--- src/hw/gear_edge_pkg.sv ---
`default_nettype none
package gear_edge_pkg;
  localparam int unsigned SAMPLE_W = 12;
  localparam int unsigned GAIN_W = 8;
  // Normalised span target after gain setting
  localparam logic [11:0] TARGET_SPAN = 12'h800;
  localparam logic [7:0] GAIN_UNITY = 8'h10;
  localparam int unsigned GAIN_FRAC = 4;
  localparam int unsigned THR_LO_PCT = 30;
  localparam int unsigned THR_HI_PCT = 70;
  localparam int unsigned HYST_PCT = 40;
  localparam int unsigned PCT_SCALE = 100;
  localparam logic [1:0] MIN_EDGES = 2'h2;
  // Calibration window in cycles (200 us at 25 MHz)
  localparam int unsigned CAL_TIME_US = 200;
  localparam int unsigned CLK_MHZ = 25;
  localparam int unsigned CAL_CYCLES = CAL_TIME_US * CLK_MHZ;
  typedef enum logic [1:0] {
    ST_CAL = 2'b00,
    ST_GAIN = 2'b01,
    ST_RUN = 2'b11
  } mode_t;
endpackage : gear_edge_pkg
`default_nettype wire

--- src/hw/gear_edge_threshold.sv ---
`default_nettype none
// Overview of operation
// RULE_01: After reset the output is held high (OFF) before any edge; with reverse_dir_in high the code drives it low once calibration ends.
// RULE_02: Reference direction gives a low output while a tooth faces.
// RULE_03: Opposite rotation inverts the output polarity.
// RULE_04: The first edge may not toggle; the second always does.
// RULE_05: The first falling edge is detected without an extra cal edge.
// RULE_06: Under undervoltage the output is forced OFF and held there.
// RULE_07: After power-up span is measured and gain set for fixed span.
// RULE_08: Peak and valley trackers give the switching reference.
// RULE_09: Thresholds sit at 30% and 70% of the tracked span.
// RULE_10: Hysteresis between on and off thresholds is 40% of span.
// RULE_11: Hysteresis fraction is fixed whatever the air gap.
// RULE_12: Thresholds follow the tracked span, not fixed levels.
// RULE_13: Thresholds update each edge from the two preceding edges.
// RULE_14: Output goes low above the upper and high below the lower one.
// RULE_15: Samples are processed on one clock and cleared by reset.
module gear_edge_threshold
  import gear_edge_pkg::*;
#(
  parameter int unsigned CAL_CYC = gear_edge_pkg::CAL_CYCLES
) (
  // Clock and reset
  input wire logic ref_clk_in,
  input wire logic sys_rst_in,
  // Signal input
  input wire logic signed [gear_edge_pkg::SAMPLE_W-1:0] sample_in,
  input wire logic sample_valid_in,
  input wire logic reverse_dir_in,
  input wire logic supply_undervoltage_level_in,
  // Output
  output logic speed_out,
  output logic [gear_edge_pkg::GAIN_W-1:0] gain_out,
  output logic calibrated_out
);
  import gear_edge_pkg::*;
  localparam int unsigned W = SAMPLE_W;

  mode_t mode_q, mode_d;
  logic [15:0] cnt_q, cnt_d;
  logic [W-1:0] raw_max_q, raw_max_d, raw_min_q, raw_min_d;
  logic [GAIN_W-1:0] gain_q, gain_d;
  logic [W-1:0] norm;
  logic [W-1:0] pk_q, pk_d, vl_q, vl_d;
  logic on_q, on_d;
  logic [1:0] edges_q, edges_d;
  logic out_q, out_d;
  logic push;
  logic [W-1:0] hist_pk, hist_vl;
  logic [W-1:0] span, thr_hi, thr_lo;
  logic [W+GAIN_W-1:0] prod;
  logic [W-1:0] raw_span;
  logic [W+7:0] hi_prod, lo_prod;

  // Offset to unsigned, then scale by gain
  always_comb begin
    prod = {{GAIN_W{1'b0}}, sample_in ^ {1'b1, {(W-1){1'b0}}}} * gain_q;
    norm = (|prod[W+GAIN_W-1:W+GAIN_FRAC]) ? {W{1'b1}}
         : prod[W+GAIN_FRAC-1:GAIN_FRAC];
  end

  // Power-up calibration: measure span then fix gain
  always_comb begin
    mode_d = mode_q;
    cnt_d = cnt_q;
    raw_max_d = raw_max_q;
    raw_min_d = raw_min_q;
    gain_d = gain_q;
    raw_span = raw_max_q - raw_min_q;
    case (mode_q)
      ST_CAL: begin // see RULE_07
        if (sample_valid_in) begin
          if (norm > raw_max_q) raw_max_d = norm;
          if (norm < raw_min_q) raw_min_d = norm;
        end
        cnt_d = cnt_q + 16'h0001;
        if (32'(cnt_q) >= CAL_CYC - 1) mode_d = ST_GAIN;
      end
      ST_GAIN: begin // see RULE_07
        // Coarse divide keeps the logic small; span lands within 2x unless below 1/16 of target
        gain_d = GAIN_UNITY;
        if (raw_span != '0 && raw_span < TARGET_SPAN) begin
          for (int i = 1; i < 4; i++) begin
            // Widened so the shifted span cannot wrap to a small value
            if (({3'b000, raw_span} << i) <= {3'b000, TARGET_SPAN})
              gain_d = GAIN_W'(GAIN_UNITY << i);
          end
        end
        mode_d = ST_RUN;
      end
      ST_RUN: mode_d = ST_RUN;
      default: mode_d = ST_CAL;
    endcase
  end

  always_ff @(posedge ref_clk_in) begin
    if (sys_rst_in) begin // see RULE_15
      mode_q <= ST_CAL;
      cnt_q <= 16'h0000;
      raw_max_q <= '0;
      raw_min_q <= '1;
      gain_q <= GAIN_UNITY;
    end else begin
      mode_q <= mode_d;
      cnt_q <= cnt_d;
      raw_max_q <= raw_max_d;
      raw_min_q <= raw_min_d;
      gain_q <= gain_d;
    end
  end

  // Thresholds from the two preceding edges' extremes
  always_comb begin
    span = hist_pk - hist_vl; // see RULE_12
    hi_prod = {8'h00, span} * 20'(THR_HI_PCT); // see RULE_09
    lo_prod = {8'h00, span} * 20'(THR_LO_PCT); // see RULE_10 RULE_11
    thr_hi = hist_vl + W'(hi_prod / 20'(PCT_SCALE));
    thr_lo = hist_vl + W'(lo_prod / 20'(PCT_SCALE));
  end

  // Current half-period extremes; pushed at each switching edge
  always_comb begin
    pk_d = pk_q;
    vl_d = vl_q;
    on_d = on_q;
    edges_d = edges_q;
    push = 1'b0;
    if (sample_valid_in) begin
      if (norm > pk_q) pk_d = norm; // see RULE_08
      if (norm < vl_q) vl_d = norm;
      // No switching in lockout, so the edge history stays intact
      if (mode_q == ST_RUN && !supply_undervoltage_level_in) begin
        // Until two edges are seen, thresholds come from calibration
        if (!on_q && norm > thr_hi) begin // see RULE_14 RULE_05
          on_d = 1'b1;
          push = 1'b1;
        end else if (on_q && norm < thr_lo) begin // see RULE_14
          on_d = 1'b0;
          push = 1'b1;
        end
      end
    end
    if (push) begin // see RULE_13
      pk_d = norm;
      vl_d = norm;
      if (edges_q != MIN_EDGES) edges_d = edges_q + 2'h1; // see RULE_04
    end
    if (supply_undervoltage_level_in) on_d = 1'b0; // see RULE_06
    // Reference direction: tooth high, so ON (low) tracks signal above
    out_d = !(on_d ^ reverse_dir_in); // see RULE_02 RULE_03
    if (supply_undervoltage_level_in || mode_q != ST_RUN)
      out_d = 1'b1; // see RULE_06 RULE_01
  end

  always_ff @(posedge ref_clk_in) begin
    if (sys_rst_in) begin
      pk_q <= '0;
      vl_q <= '1;
      on_q <= 1'b0;
      edges_q <= 2'h0;
      out_q <= 1'b1; // see RULE_01
    end else begin
      pk_q <= pk_d;
      vl_q <= vl_d;
      on_q <= on_d;
      edges_q <= edges_d;
      out_q <= out_d;
    end
  end

  edge_history #(.W(W)) u_hist (
    .ref_clk_in(ref_clk_in),
    .sys_rst_in(sys_rst_in),
    .push_in(push || mode_q == ST_GAIN),
    .peak_in(mode_q == ST_GAIN ? raw_max_q : pk_q),
    .valley_in(mode_q == ST_GAIN ? raw_min_q : vl_q),
    .peak_out(hist_pk),
    .valley_out(hist_vl)
  );

  assign speed_out = out_q;
  assign gain_out = gain_q;
  assign calibrated_out = (mode_q == ST_RUN);
endmodule : gear_edge_threshold
`default_nettype wire

--- src/hw/edge_history.sv ---
`default_nettype none
// Holds peak and valley of the last two half periods
module edge_history #(
  parameter int unsigned W = 12
) (
  // Clock and reset
  input wire logic ref_clk_in,
  input wire logic sys_rst_in,
  // Update
  input wire logic push_in,
  input wire logic [W-1:0] peak_in,
  input wire logic [W-1:0] valley_in,
  // Read
  output logic [W-1:0] peak_out,
  output logic [W-1:0] valley_out
);
  logic [W-1:0] pk_q [2];
  logic [W-1:0] vl_q [2];
  logic [W-1:0] pk_d [2];
  logic [W-1:0] vl_d [2];
  logic [W-1:0] peak_q, valley_q, peak_d, valley_d;

  always_comb begin
    pk_d = pk_q;
    vl_d = vl_q;
    if (push_in) begin
      pk_d[1] = pk_q[0];
      vl_d[1] = vl_q[0];
      pk_d[0] = peak_in;
      vl_d[0] = valley_in;
    end
    // Larger peak and smaller valley of the two edges; taken from the
    // next values so the reference is ready right after a push
    peak_d = (pk_d[0] > pk_d[1]) ? pk_d[0] : pk_d[1];
    valley_d = (vl_d[0] < vl_d[1]) ? vl_d[0] : vl_d[1];
  end

  always_ff @(posedge ref_clk_in) begin
    if (sys_rst_in) begin
      pk_q[0] <= '0;
      pk_q[1] <= '0;
      // Empty valley slots must never win the minimum
      vl_q[0] <= '1;
      vl_q[1] <= '1;
      peak_q <= '0;
      valley_q <= '0;
    end else begin
      pk_q <= pk_d;
      vl_q <= vl_d;
      peak_q <= peak_d;
      valley_q <= valley_d;
    end
  end

  assign peak_out = peak_q;
  assign valley_out = valley_q;
endmodule : edge_history
`default_nettype wire

--- config.mk ---
export PLATFORM = sky130hd
export DESIGN_NAME = gear_edge_threshold
export DESIGN_NICKNAME = d
export VERILOG_FILES = /design/src/hw/gear_edge_pkg.sv /design/src/hw/gear_edge_threshold.sv /design/src/hw/edge_history.sv
export SDC_FILE = /design/constraint.sdc
export NUM_CORES = 1
export LEC_CHECK = 0
export BUFFER_PORTS_ARGS = -buffer_cell sky130_fd_sc_hd__buf_2
export CAP_MARGIN = 30
export CORE_MARGIN = 4
export CORE_UTILIZATION = 36
export DETAILED_ROUTE_END_ITERATION = 8
export PLACE_DENSITY = 0.54
export SYNTH_ARGS = -nofsm -noshare
export SYNTH_HDL_FRONTEND = slang
export SYNTH_SLANG_ARGS = --single-unit
--- constraint.sdc ---
create_clock -name ref_clk_in -period 30.7 [get_ports ref_clk_in]
set_clock_uncertainty 0.2 [all_clocks]
set_input_delay 6.14 -clock ref_clk_in [delete_from_list [all_inputs] [get_ports ref_clk_in]]
set_output_delay 6.14 -clock ref_clk_in [all_outputs]
set_load 0.01 [all_outputs]
-- Word level (Yosys, flattened, before mapping)
Cells that the tools add are included.
- reduce and logical (&&, ||, !) cells: 21
- order comparisons: 13
- divide/modulo/power cells: 2
- bitwise operators: 2
- eq/ne operators: 4
- $mul: 3
- add/sub/neg operators: 5
- muxes and demuxes: 28
- operators by type and width (kind ; number):
    two-way mux 12 bit ; 11
    > comparator 12 bit ; 4
    less-than comparator 12 bit ; 4
    two-way mux 24 bit ; 2
    adder 12 bit ; 2
    two-way mux 8 bit ; 3
    subtractor 12 bit ; 2
    divider 17 x 7 -> 20 bit, second input constant ; 1
    divider 19 x 7 -> 20 bit, second input constant ; 1
    multiplier 12 x 8 -> 20 bit ; 1
    multiplier 12 x 6 -> 18 bit, second input constant ; 1
    adder 16 x 1 -> 16 bit, second input constant ; 1
    >= comparator 16 x 13 -> 1 bit, second input constant ; 1
    multiplier 12 x 4 -> 16 bit, second input constant ; 1
    less-or-equal comparator 15 x 12 -> 1 bit, second input constant ; 1
    less-or-equal comparator 14 x 12 -> 1 bit, second input constant ; 1
    less-or-equal comparator 13 x 12 -> 1 bit, second input constant ; 1
    less-than comparator 12 bit, second input constant ; 1
    nonzero test 12 bit ; 1
    two-way mux 1 bit ; 9
    two-way mux 6 bit ; 1
    AND reduction 3 bit ; 2
    nonzero test 2 bit ; 3
    logical AND 1 bit ; 4
    13 further kinds ; 19
- output and inout bits: 10
- register bits: 148

-- Logic depth before layout (Yosys ltp)
Gate-level depths: netlist of run 1.
- depth in word-level cells: 14
- gate-level depth with buffers: 118

-- Cells and area by module
Synthesis of run 1 repeated with hierarchy kept, for this count alone.
- cells, all modules: 3081
- area total of the unflattened synthesis: 23538.8 um2
- modules (own cells, without submodules) (module ; sequential area each (um2) ; area an instance (um2) ; times used ; cells each):
    gear_edge_threshold ; 1441.4 ; 20330.7 ; 1 ; 2781
    edge_history ; 1441.4 ; 3208.1 ; 1 ; 300

-- Worst setup path after synthesis of run 1
OpenSTA, ideal clock, no wires.
- path type: reg-to-reg
- start: register u_hist.valley_q[0], in the netlist u_hist.valley_out[0]
- end: register u_hist.valley_q[10], in the netlist u_hist.valley_out[10]
- setup slack: 8747 ps
- buffers on the path: 12
- setup time: 86 ps
- stages on the path, launching flop included: 107
- data arrival time: 21667 ps
- cells stage by stage: dfxtp_1 ha_1 inv_1 fa_1 a211oi_1 o21bai_1 a21oi_1 nor2b_1 o21ai_0 nor2b_1 xnor2_1 ha_1 ha_1 inv_1 fa_1 inv_1 ha_1 buf_6 [... 71 more ...] o21a_1 o21ai_0 nand2b_1 a21oi_1 nor2b_1 o21ai_0 nand2b_1 a21oi_1 nor2b_1 o21ai_0 nand2b_1 a21oi_1 nor2b_1 o21ai_0 nand2b_1 clkbuf_1 clkbuf_1 a211oi_1
- cells in the longest elaborated chain, start to end: 14
- RTL lines (item ; RTL line ; source):
    start: declaration ; edge_history.sv:21 ; logic [W-1:0] peak_q, valley_q, peak_d, valley_d;
    start signal: assignment ; edge_history.sv:51 ; valley_q <= valley_d;
    branches (longest 7 deep; another with divider 19 x 7 -> 20 bit) ; n/a ;
    two-way mux 1 bit (*) ; gear_edge_threshold.sv:134 ; if (!on_q && norm > thr_hi) begin
    two-way mux 1 bit (*) ; gear_edge_threshold.sv:132 ; if (mode_q == ST_RUN && !supply_undervoltage_level_in) begin
    two-way mux 1 bit (*) ; gear_edge_threshold.sv:128 ; if (sample_valid_in) begin
    logical OR 1 bit (*) ; gear_edge_threshold.sv:174 ; .push_in(push || mode_q == ST_GAIN),
    two-way mux 24 bit (*) ; edge_history.sv:26 ; if (push_in) begin
    less-than comparator 12 bit ; edge_history.sv:35 ; valley_d = (vl_d[0] < vl_d[1]) ? vl_d[0] : vl_d[1];
    two-way mux 12 bit (*) ; edge_history.sv:35 ;
Mark *: on every way between the ends.
A chain may end at the register's enable or synchronous reset.

-- Worst setup path after layout of run 1
- start: register u_hist.valley_q[1], in the netlist u_hist.valley_out[1]
- end: register u_hist.valley_q[9], in the netlist u_hist.valley_out[9]
Same word-level chain as after synthesis.

==> PnR_summary.wiki, run 1 <==
{| class="wikitable"
! Metric !! Value
|-
| Count of instances resized after the clock tree is built || 0
|-
| Ys flop type || dfxtp_1
|-
| Area growth from synthesis to layout || 6.208%
|-
| Multiplexer area fraction after synthesis || under 10%
|-
| Sequential cell area fraction in the yosys report || 12.56%
|-
| Gate Count Post-Synth || approximately 3,000
|-
| Number of enable-type register cells in the synthesized netlist || 0
|-
| GP Congestion || ~0.89
|-
| Post-CTS Setup Repair Bufs || 0
|-
| Total stage count of the critical path || roughly 100
|-
| Clock Tree Root || clkbuf_16
|-
| Path depth of the worst reg2reg path || slightly above 100
|-
| Met3 track demand over resource || 1.562%
|-
| Met2 usage in global routing || 35.00%
|-
| Outcome || completed
|-
| Aggregate routed wire length || 70,120 um
|-
| Count of final setup violators || 0
|-
| Critical Path Slowest Stage Cell || a2bb2oi_1
|-
| Final cell utilization of the core || between 30% and 40%
|-
| Post-synthesis async set-or-reset flop share || 0%
|-
| Combinational family with the most area after synthesis || compound AO/OA/AOI/OAI gates
|-
| ANT cells || 0
|-
| Xor-xnor portion of the synthesized cell area || between 8 and 9%
|-
| Post-synthesis adder-cell area fraction || roughly 17%
|-
| Pin count of the biggest net entering global routing || 85
|-
| Hold WC Path Type || reg2reg
|-
| Total clock sinks || roughly 140
|-
| Routed wire per std cell || approximately 18 um
|-
| Setup repair after global routing missed its margin || false
|-
| Cts hold-fix bufs || 0
|-
| Post-synthesis compound-gate area fraction || 26.46%
|-
| Filler cells || between 6,000 and 7,000
|-
| Crit path max-delay family || compound AO/OA/AOI/OAI gates
|-
| Routing layer with the top usage in global route || met2
|-
| Count of vias placed by the detailed router || approximately 22,000
|-
| Post-Synthesis Mean Instance Area || 7.583 sq um
|-
| Arrival time reported for the critical path endpoint || between 20 and 30 ns
|-
| Total Die Area || slightly below 70,000 sq um
|-
| Top-area cell type share of the netlist area || roughly 13%
|-
| Number of distinct library cells after synthesis || roughly 130
|-
| Total Routing Usage GR || between 20% and 30%
|-
| Kind of capture point of the worst setup path || flop
|-
| Fin crit period || between 20 and 30 ns
|-
| Hpwl dp || 55,760 um
|-
| Number of antenna violations at the first check in global routing || 1
|-
| Global-route met1 utilization || between 20 and 30%
|-
| DRC violation count after routing || 0
|-
| Global route overflow || 0
|-
| Number of top-level pins || 27
|-
| Site Rows || 92
|-
| Max-slew violation total from the final report || 0
|-
| Share of synthesized cell area in and, or, nand and nor gates || 24.36%
|-
| Hold Path Stages || 2
|-
| WP buf/inv || 8
|-
| Portion of the clock cycle consumed by the worst path in the final layout || 86.95%
|-
| Clock latency reported for the late side of the worst-skew pair || roughly 0.42 ns
|-
| Average vias per placed instance || 5.767
|-
| Number of buffers on the longest clock path || 2
|-
| Fraction of layout cells with a size suffix above 1 || 7.485%
|-
| FF+latch count, synth || 144
|-
| Area of the core || between 60,000 and 70,000 sq um
|-
| Category of the most critical setup path || reg2reg
|-
| Max Clock Freq || 37.46 MHz
|-
| Required time of the critical path || slightly above 30 ns
|-
| Number of warnings printed during yosys synthesis || 0
|-
| Cell type with the largest total area after synthesis || ha_1
|-
| Tightest Pin Transition || between 1 and 1.5 ns
|-
| Cell occurring most often along the worst timing path || a21oi_1
|-
| Count of endpoints failing hold in the final timing report || 0
|-
| Number of iterations in the first detailed-routing pass || 6
|-
| Clock tree from TritonCTS || yes
|-
| Max-Slew Margin vs Limit || 31.19%
|-
| Die Y || between 200 and 300 um
|-
| Wire length of the first global-routing pass || about 110,000 um
|-
| Number of H-tree levels || 4
|-
| Delay of the slowest critical-path stage || between 0.6 and 0.7 ns
|-
| Number of nets in the final layout || 3,299
|-
| TritonCTS buffer count || 17
|-
| Crit Path Max Fanout || 27
|-
| Clk pin slew, worst setup/hold paths || 0.06 ns
|-
| Width of the chip || ~260 um
|-
| Mapped Area || 22,950 sq um
|-
| First-iteration detailed-routing DRC count || approximately 1,700
|-
| Post-route antenna net violation count || 0
|-
| Maximum Capacitance Violations || 0
|-
| Summed negative setup slack over all endpoints || 0 ns
|-
| Top area cells in the synthesized netlist || ha_1 (13%), dfxtp_1 (13%), xnor2_1 (5.7%)
|-
| Crit start category || flop
|-
| Initial Util || between 30% and 40%
|-
| Number of global-route vias before repair || around 21,000
|-
| Count of buffers from port buffering || 22
|}
-- worst paths after layout --
kind                             start                   end  slack, ns
setup / recovery  u_hist.valley_out[1]  u_hist.valley_out[9]       4.01
setup reg to reg  u_hist.valley_out[1]  u_hist.valley_out[9]       4.01
hold / removal                 pk_q[3]               pk_q[3]       0.29
hold reg to reg                pk_q[3]               pk_q[3]       0.29
-- placed cells by master (no fill, tap or decap), types with 20 or more instances in the layout --
master	count
and3_1	24
a211oi_1	60
nor2_1	271
nor3_1	65
buf_2	23
and2_1	67
nand2_1	279
fa_1	53
nand2b_1	58
o211ai_1	32
xnor2_1	149
dfxtp_1	144
nand4_1	57
a21oi_1	175
or3_1	31
a21o_1	69
inv_1	194
o21ai_0	162
xor2_1	56
ha_1	233
o21ai_1	20
a31oi_1	29
buf_4	26
mux2i_1	94
o21a_1	35
nand3_1	67
nor2b_1	42
-- cell usage after synthesis, drive strengths merged, types with 21 or more instances --
library cell and count:
fa 53, xor2 60, mux2 22, nor3 71
and3 27, nor2 277, o31ai 21, dfxtp 144
xnor2 151, nor2b 44, o21ai 183, and2 68
nand2 282, a31oi 32, nand2b 58, mux2i 94
a21boi 21, o211ai 33, buf 42, inv 202
a21oi 184, nand4 57, a21o 69, clkbuf 62
nand3 67, or3 34, o21a 36, a211oi 69
ha 233, nor4 24
-- metal layers --
layer | vias to the layer above | share of wire, %
met5 | - | 0.021
met4 | 2 | 2.2
met3 | 100 | 3.6
met2 | 526 | 48
met1 | 10631 | 47
li1 | 10954 | -
-- final cells by class --
class	instances	area, sq um	share of cell area, %
Multi-Input combinational cell	2578	18790	77.07
Tap cell	846	1059	4.342
Clock inverter	11	93.84	0.3849
Inverter	204	770.7	3.161
Sequential cell	144	2883	11.82
Clock buffer	18	439.2	1.801
Timing Repair Buffer	51	345.3	1.416
-- sequential cells by signal, summed over array words and instances (netlist names) --
register,count
cnt_q,16
gain_out,4
mode_q,2
on_q,1
pk_q,12
raw_max_q,12
raw_min_q,12
speed_out,1
u_hist.peak_out,12
u_hist.pk_q,24
u_hist.valley_out,12
u_hist.vl_q,24
vl_q,12
-- stage by stage --
step / setup WS [ns] / area [sq um] / hold WS [ns] / instances
finish: 4.006 / 24380 / 0.2877 / 3852
global route: 1.618 / 24380 / 0.3134 / 3852
CTS: 4.080 / 24340 / 0.2847 / 3850
detailed placement: 4.141 / 23810 / 0.2740 / 3821
global placement: 4.773 / 23810 / 0.2717 / 3820
floorplan: 8.747 / 22970 / 0.2570 / 3030
-- tightest hold or removal path, cell delays in order (launching register included) --
cell and delay, ns:
dfxtp_1 0.31, inv_1 0.07, a211oi_1 0.06
-- cells by family (layout without fill, tap and decap cells) --
kind of cell    count (synthesis)  after routing
fa+ha+maj                     287            287
mux                           116            116
buf+inv                       308            284
simple gates                 1101           1101
xor+xnor                      211            211
other cells                     1              4
flops                         144            144
compound gates                859            859
Power of run 1 is left out: the tool's default activity adds up to more than one toggle a clock period on the data nets, which glitch-free logic cannot reach.
==> run 2, diff against run 1 <==
--- a/config.mk
+++ b/config.mk
@@ -5,6 +5,7 @@
 export SDC_FILE = /design/constraint.sdc
 export NUM_CORES = 1
 export LEC_CHECK = 0
+export ABC_CLOCK_PERIOD_IN_PS = 30700
 export BUFFER_PORTS_ARGS = -buffer_cell sky130_fd_sc_hd__buf_2
 export CAP_MARGIN = 30
 export CORE_MARGIN = 4
@@ -13,4 +14,5 @@
 export PLACE_DENSITY = 0.54
 export SYNTH_ARGS = -nofsm -noshare
 export SYNTH_HDL_FRONTEND = slang
+export SYNTH_HIERARCHICAL = 1
 export SYNTH_SLANG_ARGS = --single-unit
==> run 2 against run 1 <==
Compared with the run above:
- synthesized cell count is 1.8% higher
- non-clock buffer count is 4 higher
- critical path depth is 13 lower
- worst hold slack better by 0.0099 ns
- first-iteration DRC count increased by 0.82%
- utilization increased by 0.14 points
- critical endpoint is now u_hist/valley_out[0]
- setup slack better by 0.18 ns
- via count increased by 2.9%
==> PnR_summary.wiki, run 2 <==
{| class="wikitable"
! Metric !! Value
|-
| Site Rows || 93 (was 92)
|-
| Max-Slew Margin vs Limit || 34.12% (was 31.19%)
|-
| Portion of the clock cycle consumed by the worst path in the final layout || 86.38% (was 86.95%)
|-
| Clk pin slew, worst setup/hold paths || 0.07 ns (was 0.06 ns)
|-
| Category of the most critical setup path || reg2reg (unchanged)
|-
| Total clock sinks || 144 (unchanged)
|-
| Aggregate routed wire length || 74,950 um (was 70,120 um)
|-
| Post-route antenna net violation count || 0 (unchanged)
|-
| Cell type with the largest total area after synthesis || ha_1 (unchanged)
|-
| Fin crit period || 26.52 ns (was 26.69 ns)
|-
| Global route overflow || 0 (unchanged)
|-
| Initial Util || 36.45% (was 36.39%)
|-
| Number of antenna violations at the first check in global routing || 0 (was 1)
|-
| Number of top-level pins || 27 (unchanged)
|-
| Total Die Area || 69,540 sq um (was 67,870 sq um)
|-
| Leading cell type by number of instances after synthesis || nand2_1 (unchanged)
|-
| Clock Tree Root || clkbuf_16 (unchanged)
|-
| Area of the core || 64,580 sq um (was 63,080 sq um)
|-
| Post-CTS Setup Repair Bufs || 0 (unchanged)
|-
| Area growth from synthesis to layout || 6.411% (was 6.208%)
|-
| Max-slew violation total from the final report || 0 (unchanged)
|-
| TritonCTS buffer count || 17 (unchanged)
|-
| Clock latency reported for the late side of the worst-skew pair || 0.44 ns (was 0.42 ns)
|-
| Summed negative setup slack over all endpoints || 0 ns (unchanged)
|-
| Number of enable-type register cells in the synthesized netlist || 0 (unchanged)
|-
| Die Y || 263.7 um (was 260.5 um)
|-
| Hpwl dp || 59,440 um (was 55,760 um)
|-
| Number of H-tree levels || 4 (unchanged)
|-
| Post-Synthesis Mean Instance Area || 7.640 sq um (was 7.583 sq um)
|-
| Registers with the highest flip-flop counts || u_hist/pk_q: 24 flops, u_hist/vl_q: 24 flops, cnt_q: 16 flops (was u_hist.pk_q: 24 flops, u_hist.vl_q: 24 flops, cnt_q: 16 flops)
|-
| Most instantiated cells after synthesis || nand2_1 (276), nor2_1 (247), ha_1 (233), inv_1 (200), a21oi_1 (177) (was nand2_1 (279), nor2_1 (271), ha_1 (233), inv_1 (195), a21oi_1 (175))
|-
| Routed wire per std cell || 19.17 um (was 18.20 um)
|-
| Count of vias placed by the detailed router || 22,853 (was 22,213)
|-
| Wire length of the first global-routing pass || 120,700 um (was 113,400 um)
|-
| Width of the chip || 263.7 um (was 260.5 um)
|-
| Clock tree from TritonCTS || yes (unchanged)
|-
| Cts hold-fix bufs || 0 (unchanged)
|-
| Gate Count Post-Synth || 3,081 (was 3,027)
|-
| Outcome || completed (unchanged)
|-
| FF+latch count, synth || 144 (unchanged)
|-
| Critical Path Slowest Stage Cell || nor3_2 (was a2bb2oi_1)
|-
| Hold WC Path Type || reg2reg (unchanged)
|-
| Filler cells || 6,776 (was 6,633)
|-
| Average vias per placed instance || 5.846 (was 5.767)
|-
| Crit start category || flop (unchanged)
|-
| Fraction of layout cells with a size suffix above 1 || 9.136% (was 7.485%)
|-
| Crit Path Max Fanout || 31 (was 27)
|-
| Commonest non-fill, non-tap cell in the layout || nand2_1 (unchanged)
|-
| Number of distinct library cells after synthesis || 137 (was 134)
|-
| Ys flop type || dfxtp_1 (unchanged)
|-
| DRC violation count after routing || 0 (unchanged)
|-
| Post-synthesis async set-or-reset flop share || 0% (unchanged)
|-
| Number of buffers on the longest clock path || 2 (unchanged)
|-
| Count of instances resized after the clock tree is built || 0 (unchanged)
|-
| Count of endpoints failing hold in the final timing report || 0 (unchanged)
|-
| Hold slack || 0.2976 ns (was 0.2877 ns)
|-
| Count of final setup violators || 0 (unchanged)
|-
| ANT cells || 0 (unchanged)
|-
| Mapped Area || 23,540 sq um (was 22,950 sq um)
|-
| Count of buffers from port buffering || 22 (unchanged)
|-
| Delay of the slowest critical-path stage || 0.76 ns (was 0.68 ns)
|-
| Number of iterations in the first detailed-routing pass || 5 (was 6)
|-
| Max Clock Freq || 37.71 MHz (was 37.46 MHz)
|-
| Pin count of the biggest net entering global routing || 104 (was 85)
|-
| Sequential cell area fraction in the yosys report || 12.25% (was 12.56%)
|-
| Total Routing Usage GR || 20.88% (was 20.09%)
|-
| Tightest Pin Transition || 0.9846 ns (was 1.019 ns)
|-
| First-iteration detailed-routing DRC count || 1,713 (was 1,699)
|-
| Setup repair after global routing missed its margin || false (unchanged)
|-
| GP Congestion || 0.9086 (was 0.8866)
|-
| Final cell utilization of the core || 38.79% (was 38.65%)
|-
| Top area cells in the synthesized netlist || ha_1 (12%), dfxtp_1 (12%), xnor2_1 (5.5%) (was ha_1 (13%), dfxtp_1 (13%), xnor2_1 (5.7%))
|-
| Maximum Capacitance Violations || 0 (unchanged)
|-
| Top-area cell type share of the netlist area || 12.39% (was 12.70%)
|-
| Top library cells by usage in the layout, fill and taps aside || nand2_1 (276), nor2_1 (247), ha_1 (233) (was nand2_1 (279), nor2_1 (271), ha_1 (233))
|-
| Number of warnings printed during yosys synthesis || 6 (was 0)
|-
| Number of global-route vias before repair || 22,298 (was 21,391)
|-
| Arrival time reported for the critical path endpoint || 26.65 ns (was 26.80 ns)
|-
| Number of nets in the final layout || 3,344 (was 3,299)
|-
| Required time of the critical path || 30.83 ns (was 30.81 ns)
|-
| Kind of capture point of the worst setup path || flop (unchanged)
|}
## run 2: cell types whose count changed after synthesis, moves of 19 or more
cell and delta:
mux2i_1 -19, nor2_1 -24, o211ai_1 +24, mux2_2 +24, a211oi_1 -19, buf_2 +24
## run 2: path summary, 6_finish.rpt
| path | cells past startpoint | from | slack, ns | endpoint |
|---|---|---|---|---|
| hold reg to reg | 2 | pk_q[2] | 0.30 | pk_q[2] |
| hold / removal | 2 | pk_q[2] | 0.30 | pk_q[2] |
| setup reg to reg | 88 | u_hist/valley_out[6] | 4.18 | u_hist/valley_out[0] |
| setup / recovery | 88 | u_hist/valley_out[6] | 4.18 | u_hist/valley_out[0] |
## run 2: area by class of cell
class / count / area, sq um / area share [%]
sequential: 144 / 2883 / 11.51
tap: 855 / 1070 / 4.271
clock inverter: 15 / 170.2 / 0.6794
timing repair buffer: 55 / 380.4 / 1.519
inverter: 214 / 810.8 / 3.237
clock buffer: 17 / 425.4 / 1.698
multi-input combinational: 2609 / 19310 / 77.09
## run 2: critical path, delay by kind of cell, from the launching register on
kind	cells	cell delay [ns]
multiplexers	3	1.18
flip-flops	1	0.61
AO/OA/AOI/OAI	42	10.67
adder cells (fa/ha/maj)	7	2.67
XOR/XNOR	3	0.44
buffers and inverters	9	1.85
AND/OR/NAND/NOR	24	8.65
## run 2: logic make-up after synthesis
logic type                 count (synthesis)  synth area share (%)
and+or+nand+nor                         1103                 24.30
AOI/OAI and AO/OA                        874                 26.73
buffers and inverters                    331                 5.842
adders and majority gates                286                 16.89
xor gates and xnor gates                 212                 7.984
DFF                                      144                 12.25
muxes                                    130                 5.996
other                                      1               0.01593
## run 2: metal layers
layer | wire (um) | up-vias | global-route usage, %
li1 | - | 11239 | -
met1 | 36110 | 10987 | 29.11
met2 | 33660 | 514 | 33.95
met3 | 3004 | 113 | 2.384
met4 | 2177 | 0 | 6.330
met5 | 0 | - | 0
## run 2: through the flow
| step | setup WS, ns | cells | area (sq um) |
|---|---|---|---|
| 6_report | 4.183 | 3909 | 25050 |
| 5_1_grt | 2.353 | 3909 | 25050 |
| 4_1_cts | 4.499 | 3908 | 25020 |
| 3_5_place_dp | 4.631 | 3876 | 24420 |
| 3_3_place_gp | 4.486 | 3874 | 24410 |
| 2_1_floorplan | 10.50 | 3084 | 23550 |
Power of run 2 is left out for the same reason.
==> run 3, diff against run 2 <==
--- a/config.mk
+++ b/config.mk
@@ -5,13 +5,14 @@
 export SDC_FILE = /design/constraint.sdc
 export NUM_CORES = 1
 export LEC_CHECK = 0
+export ABC_AREA = 1
 export ABC_CLOCK_PERIOD_IN_PS = 30700
 export BUFFER_PORTS_ARGS = -buffer_cell sky130_fd_sc_hd__buf_2
 export CAP_MARGIN = 30
 export CORE_MARGIN = 4
 export CORE_UTILIZATION = 36
 export DETAILED_ROUTE_END_ITERATION = 8
-export PLACE_DENSITY = 0.54
+export PLACE_DENSITY_LB_ADDON = 0.3
 export SYNTH_ARGS = -nofsm -noshare
 export SYNTH_HDL_FRONTEND = slang
 export SYNTH_HIERARCHICAL = 1
==> run 3 against run 2 <==
Compared with the run above:
- sequential share of layout area increased by 0.65 points
- wire length down 20%
- register-to-register slack better by 2.8 ns
- critical endpoint is now u_hist/peak_out[4]
- setup slack improved by 2.8 ns
- flip-flop and latch count unchanged
- area after synthesis is 5.1% lower
- via count decreased by 6.2%
- highest routed layer unchanged
- utilization down 0.29 points
==> PnR_summary.wiki, run 3 <==
{| class="wikitable"
! Metric !! Value
|-
| Top library cells by usage in the layout, fill and taps aside || nand2_1 (994), inv_1 (523), nor2_1 (259) (was nand2_1 (276), nor2_1 (247), ha_1 (233))
|-
| Clock Tree Root || clkbuf_16 (unchanged)
|-
| Total Routing Usage GR || 17.96% (was 20.88%)
|-
| Count of buffers from port buffering || 22 (unchanged)
|-
| Count of instances resized after the clock tree is built || 0 (unchanged)
|-
| ANT cells || 0 (unchanged)
|-
| Die Y || 257.0 um (was 263.7 um)
|-
| Pin count of the biggest net entering global routing || 55 (was 104)
|-
| Count of vias placed by the detailed router || 21,429 (was 22,853)
|-
| Portion of the clock cycle consumed by the worst path in the final layout || 77.12% (was 86.38%)
|-
| Clk pin slew, worst setup/hold paths || 0.06 ns (was 0.07 ns)
|-
| Wire length of the first global-routing pass || 100,700 um (was 120,700 um)
|-
| Clock latency reported for the late side of the worst-skew pair || 0.43 ns (was 0.44 ns)
|-
| Most instantiated cells after synthesis || nand2_1 (995), inv_1 (524), nor2_1 (260), nand3_1 (253), ha_1 (233) (was nand2_1 (276), nor2_1 (247), ha_1 (233), inv_1 (200), a21oi_1 (177))
|-
| Tightest Pin Transition || 0.8866 ns (was 0.9846 ns)
|-
| Registers with the highest flip-flop counts || u_hist/pk_q: 24 flops, u_hist/vl_q: 24 flops, cnt_q: 16 flops (unchanged)
|-
| Hold WC Path Type || reg2reg (unchanged)
|-
| Count of endpoints failing hold in the final timing report || 0 (unchanged)
|-
| Setup repair after global routing missed its margin || false (unchanged)
|-
| Fin crit period || 23.68 ns (was 26.52 ns)
|-
| Post-CTS Setup Repair Bufs || 0 (unchanged)
|-
| Category of the most critical setup path || reg2reg (unchanged)
|-
| Post-Synthesis Mean Instance Area || 6.277 sq um (was 7.640 sq um)
|-
| Average vias per placed instance || 4.892 (was 5.846)
|-
| Count of final setup violators || 0 (unchanged)
|-
| Number of distinct library cells after synthesis || 67 (was 137)
|-
| Area of the core || 61,600 sq um (was 64,580 sq um)
|-
| Routed wire per std cell || 13.64 um (was 19.17 um)
|-
| First-iteration detailed-routing DRC count || 1,425 (was 1,713)
|-
| Origin of the worst setup path || u_hist/valley_out[2] (was u_hist/valley_out[6])
|-
| Worst R2R Setup Slack || 7.02 ns (was 4.18 ns)
|-
| Summed negative setup slack over all endpoints || 0 ns (unchanged)
|-
| Area growth from synthesis to layout || 6.197% (was 6.411%)
|-
| Number of iterations in the first detailed-routing pass || 6 (was 5)
|-
| Number of global-route vias before repair || 20,250 (was 22,298)
|-
| Max-Slew Margin vs Limit || 40.90% (was 34.12%)
|-
| Global route overflow || 0 (unchanged)
|-
| Ys flop type || dfxtp_1 (unchanged)
|-
| Sequential cell area fraction in the yosys report || 12.91% (was 12.25%)
|-
| Total clock sinks || 144 (unchanged)
|-
| Cell occurring most often along the worst timing path || nand2_1
|-
| Cts hold-fix bufs || 0 (unchanged)
|-
| Clock tree from TritonCTS || yes (unchanged)
|-
| Cell type with the largest total area after synthesis || nand2_1 (was ha_1)
|-
| FF+latch count, synth || 144 (unchanged)
|-
| Number of enable-type register cells in the synthesized netlist || 0 (unchanged)
|-
| Fraction of layout cells with a size suffix above 1 || 9.512% (was 9.136%)
|-
| Width of the chip || 257.0 um (was 263.7 um)
|-
| Kind of capture point of the worst setup path || flop (unchanged)
|-
| Commonest non-fill, non-tap cell in the layout || nand2_1 (unchanged)
|-
| Crit Path Max Fanout || 49 (was 31)
|-
| Delay of the slowest critical-path stage || 0.59 ns (was 0.76 ns)
|-
| Top-area cell type share of the netlist area || 16.73% (was 12.39%)
|-
| DRC violation count after routing || 0 (unchanged)
|-
| Hpwl dp || 47,920 um (was 59,440 um)
|-
| Mapped Area || 22,330 sq um (was 23,540 sq um)
|-
| Top area cells in the synthesized netlist || nand2_1 (17%), ha_1 (13%), dfxtp_1 (13%) (was ha_1 (12%), dfxtp_1 (12%), xnor2_1 (5.5%))
|-
| Max Clock Freq || 42.24 MHz (was 37.71 MHz)
|-
| Termination of the worst setup path || u_hist/peak_out[4] (was u_hist/valley_out[0])
|-
| Site Rows || 91 (was 93)
|-
| Aggregate routed wire length || 59,720 um (was 74,950 um)
|-
| Required time of the critical path || 30.81 ns (was 30.83 ns)
|-
| TritonCTS buffer count || 17 (unchanged)
|-
| R2r startpoint || u_hist/valley_out[2] (was u_hist/valley_out[6])
|-
| Number of buffers on the longest clock path || 2 (unchanged)
|-
| Total Die Area || 66,070 sq um (was 69,540 sq um)
|-
| Path depth of the worst reg2reg path || 133 (was 88)
|-
| Number of warnings printed during yosys synthesis || 6 (unchanged)
|-
| Number of top-level pins || 27 (unchanged)
|-
| Arrival time reported for the critical path endpoint || 23.79 ns (was 26.65 ns)
|-
| Number of nets in the final layout || 3,835 (was 3,344)
|-
| Post-synthesis async set-or-reset flop share || 0% (unchanged)
|-
| Maximum Capacitance Violations || 0 (unchanged)
|-
| Number of H-tree levels || 4 (unchanged)
|-
| Post-route antenna net violation count || 0 (unchanged)
|-
| Number of antenna violations at the first check in global routing || 0 (unchanged)
|-
| Crit start category || flop (unchanged)
|-
| Max-slew violation total from the final report || 0 (unchanged)
|-
| GP Congestion || 0.8984 (was 0.9086)
|-
| Filler cells || 6,638 (was 6,776)
|-
| Initial Util || 36.25% (was 36.45%)
|-
| Outcome || completed (unchanged)
|-
| Worst reg2reg endpoint || u_hist/peak_out[4] (was u_hist/valley_out[0])
|-
| Critical Path Slowest Stage Cell || nand2_1 (was nor3_2)
|-
| Gate Count Post-Synth || 3,557 (was 3,081)
|-
| Leading cell type by number of instances after synthesis || nand2_1 (unchanged)
|}
-- run 3: cell types whose count changed after synthesis, moves of 65 or more --
cell,delta
inv_1,+324
nand2b_1,-65
xnor2_1,-97
nand2_1,+719
nand3_1,+169
nand2_2,+87
-- run 3: worst min-delay path by stage --
stage,start,endpoint,slack (ns),cells past startpoint
2_1_floorplan,u_hist/vl_q[0],u_hist/vl_q[0],0.22,2
3_3_place_gp,u_hist/vl_q[0],u_hist/vl_q[0],0.24,2
3_5_place_dp,u_hist/vl_q[0],u_hist/vl_q[0],0.24,2
4_1_cts,u_hist/vl_q[0],u_hist/vl_q[0],0.26,2
5_1_grt,u_hist/vl_q[0],u_hist/vl_q[0],0.30,2
6_report,u_hist/vl_q[0],u_hist/vl_q[0],0.25,2
-- run 3: critical path: cells and delay by family, from the launching register on --
| kind | cells | cell delay (ns) |
|---|---|---|
| xor gates and xnor gates | 5 | 1.69 |
| DFF | 1 | 0.41 |
| and+or+nand+nor | 89 | 13.15 |
| adders and majority gates | 8 | 2.73 |
| AOI/OAI and AO/OA | 17 | 3.10 |
| buffers and inverters | 14 | 2.14 |
-- run 3: routing by layer --
| metal | global-route usage (%) | vias up | part of all wire [%] |
|---|---|---|---|
| li1 | - | 11354 | - |
| met1 | 24.95 | 9701 | 50 |
| met2 | 30.70 | 321 | 46 |
| met3 | 1.388 | 53 | 2.8 |
| met4 | 3.622 | 0 | 1.7 |
| met5 | 0 | - | 0 |
-- run 3: final cells by class --
class                           count  area (sq um)  area share [%]
Multi-Input combinational cell   2777         16880           71.18
Clock inverter                     11         166.4          0.7018
Clock buffer                       19         432.9           1.826
Tap cell                          837          1047           4.416
Inverter                          559          2112           8.907
Sequential cell                   144          2883           12.16
Timing Repair Buffer               33         192.7          0.8126
-- run 3: kinds of logic (layout without fill, tap and decap cells) --
family / Yosys count / in the layout / synth area share (%)
AO/OA/AOI/OAI: 432 / 432 / 11.16
XOR/XNOR: 168 / 168 / 6.791
adder cells (fa/ha/maj): 286 / 286 / 17.81
buffers and inverters: 639 / 622 / 11.59
flip-flops: 144 / 144 / 12.91
multiplexers: 11 / 11 / 0.4931
other: 1 / 4 / 0.01679
AND/OR/NAND/NOR: 1876 / 1876 / 39.22
-- run 3: through the flow --
stage / hold WS (ns) / area, sq um / std cells / utilization [%] / setup slack (ns)
after global routing: 0.2963 / 23710 / 4380 / 38.50 / 4.455
after global placement: 0.2365 / 23110 / 4350 / 37.52 / 7.207
after detailed placement: 0.2410 / 23110 / 4350 / 37.52 / 7.262
after CTS: 0.2553 / 23710 / 4380 / 38.50 / 7.124
after floorplan: 0.2243 / 22340 / 3560 / - / 13.00
final: 0.2544 / 23710 / 4380 / 38.50 / 7.024
Power of run 3 is left out for the same reason.
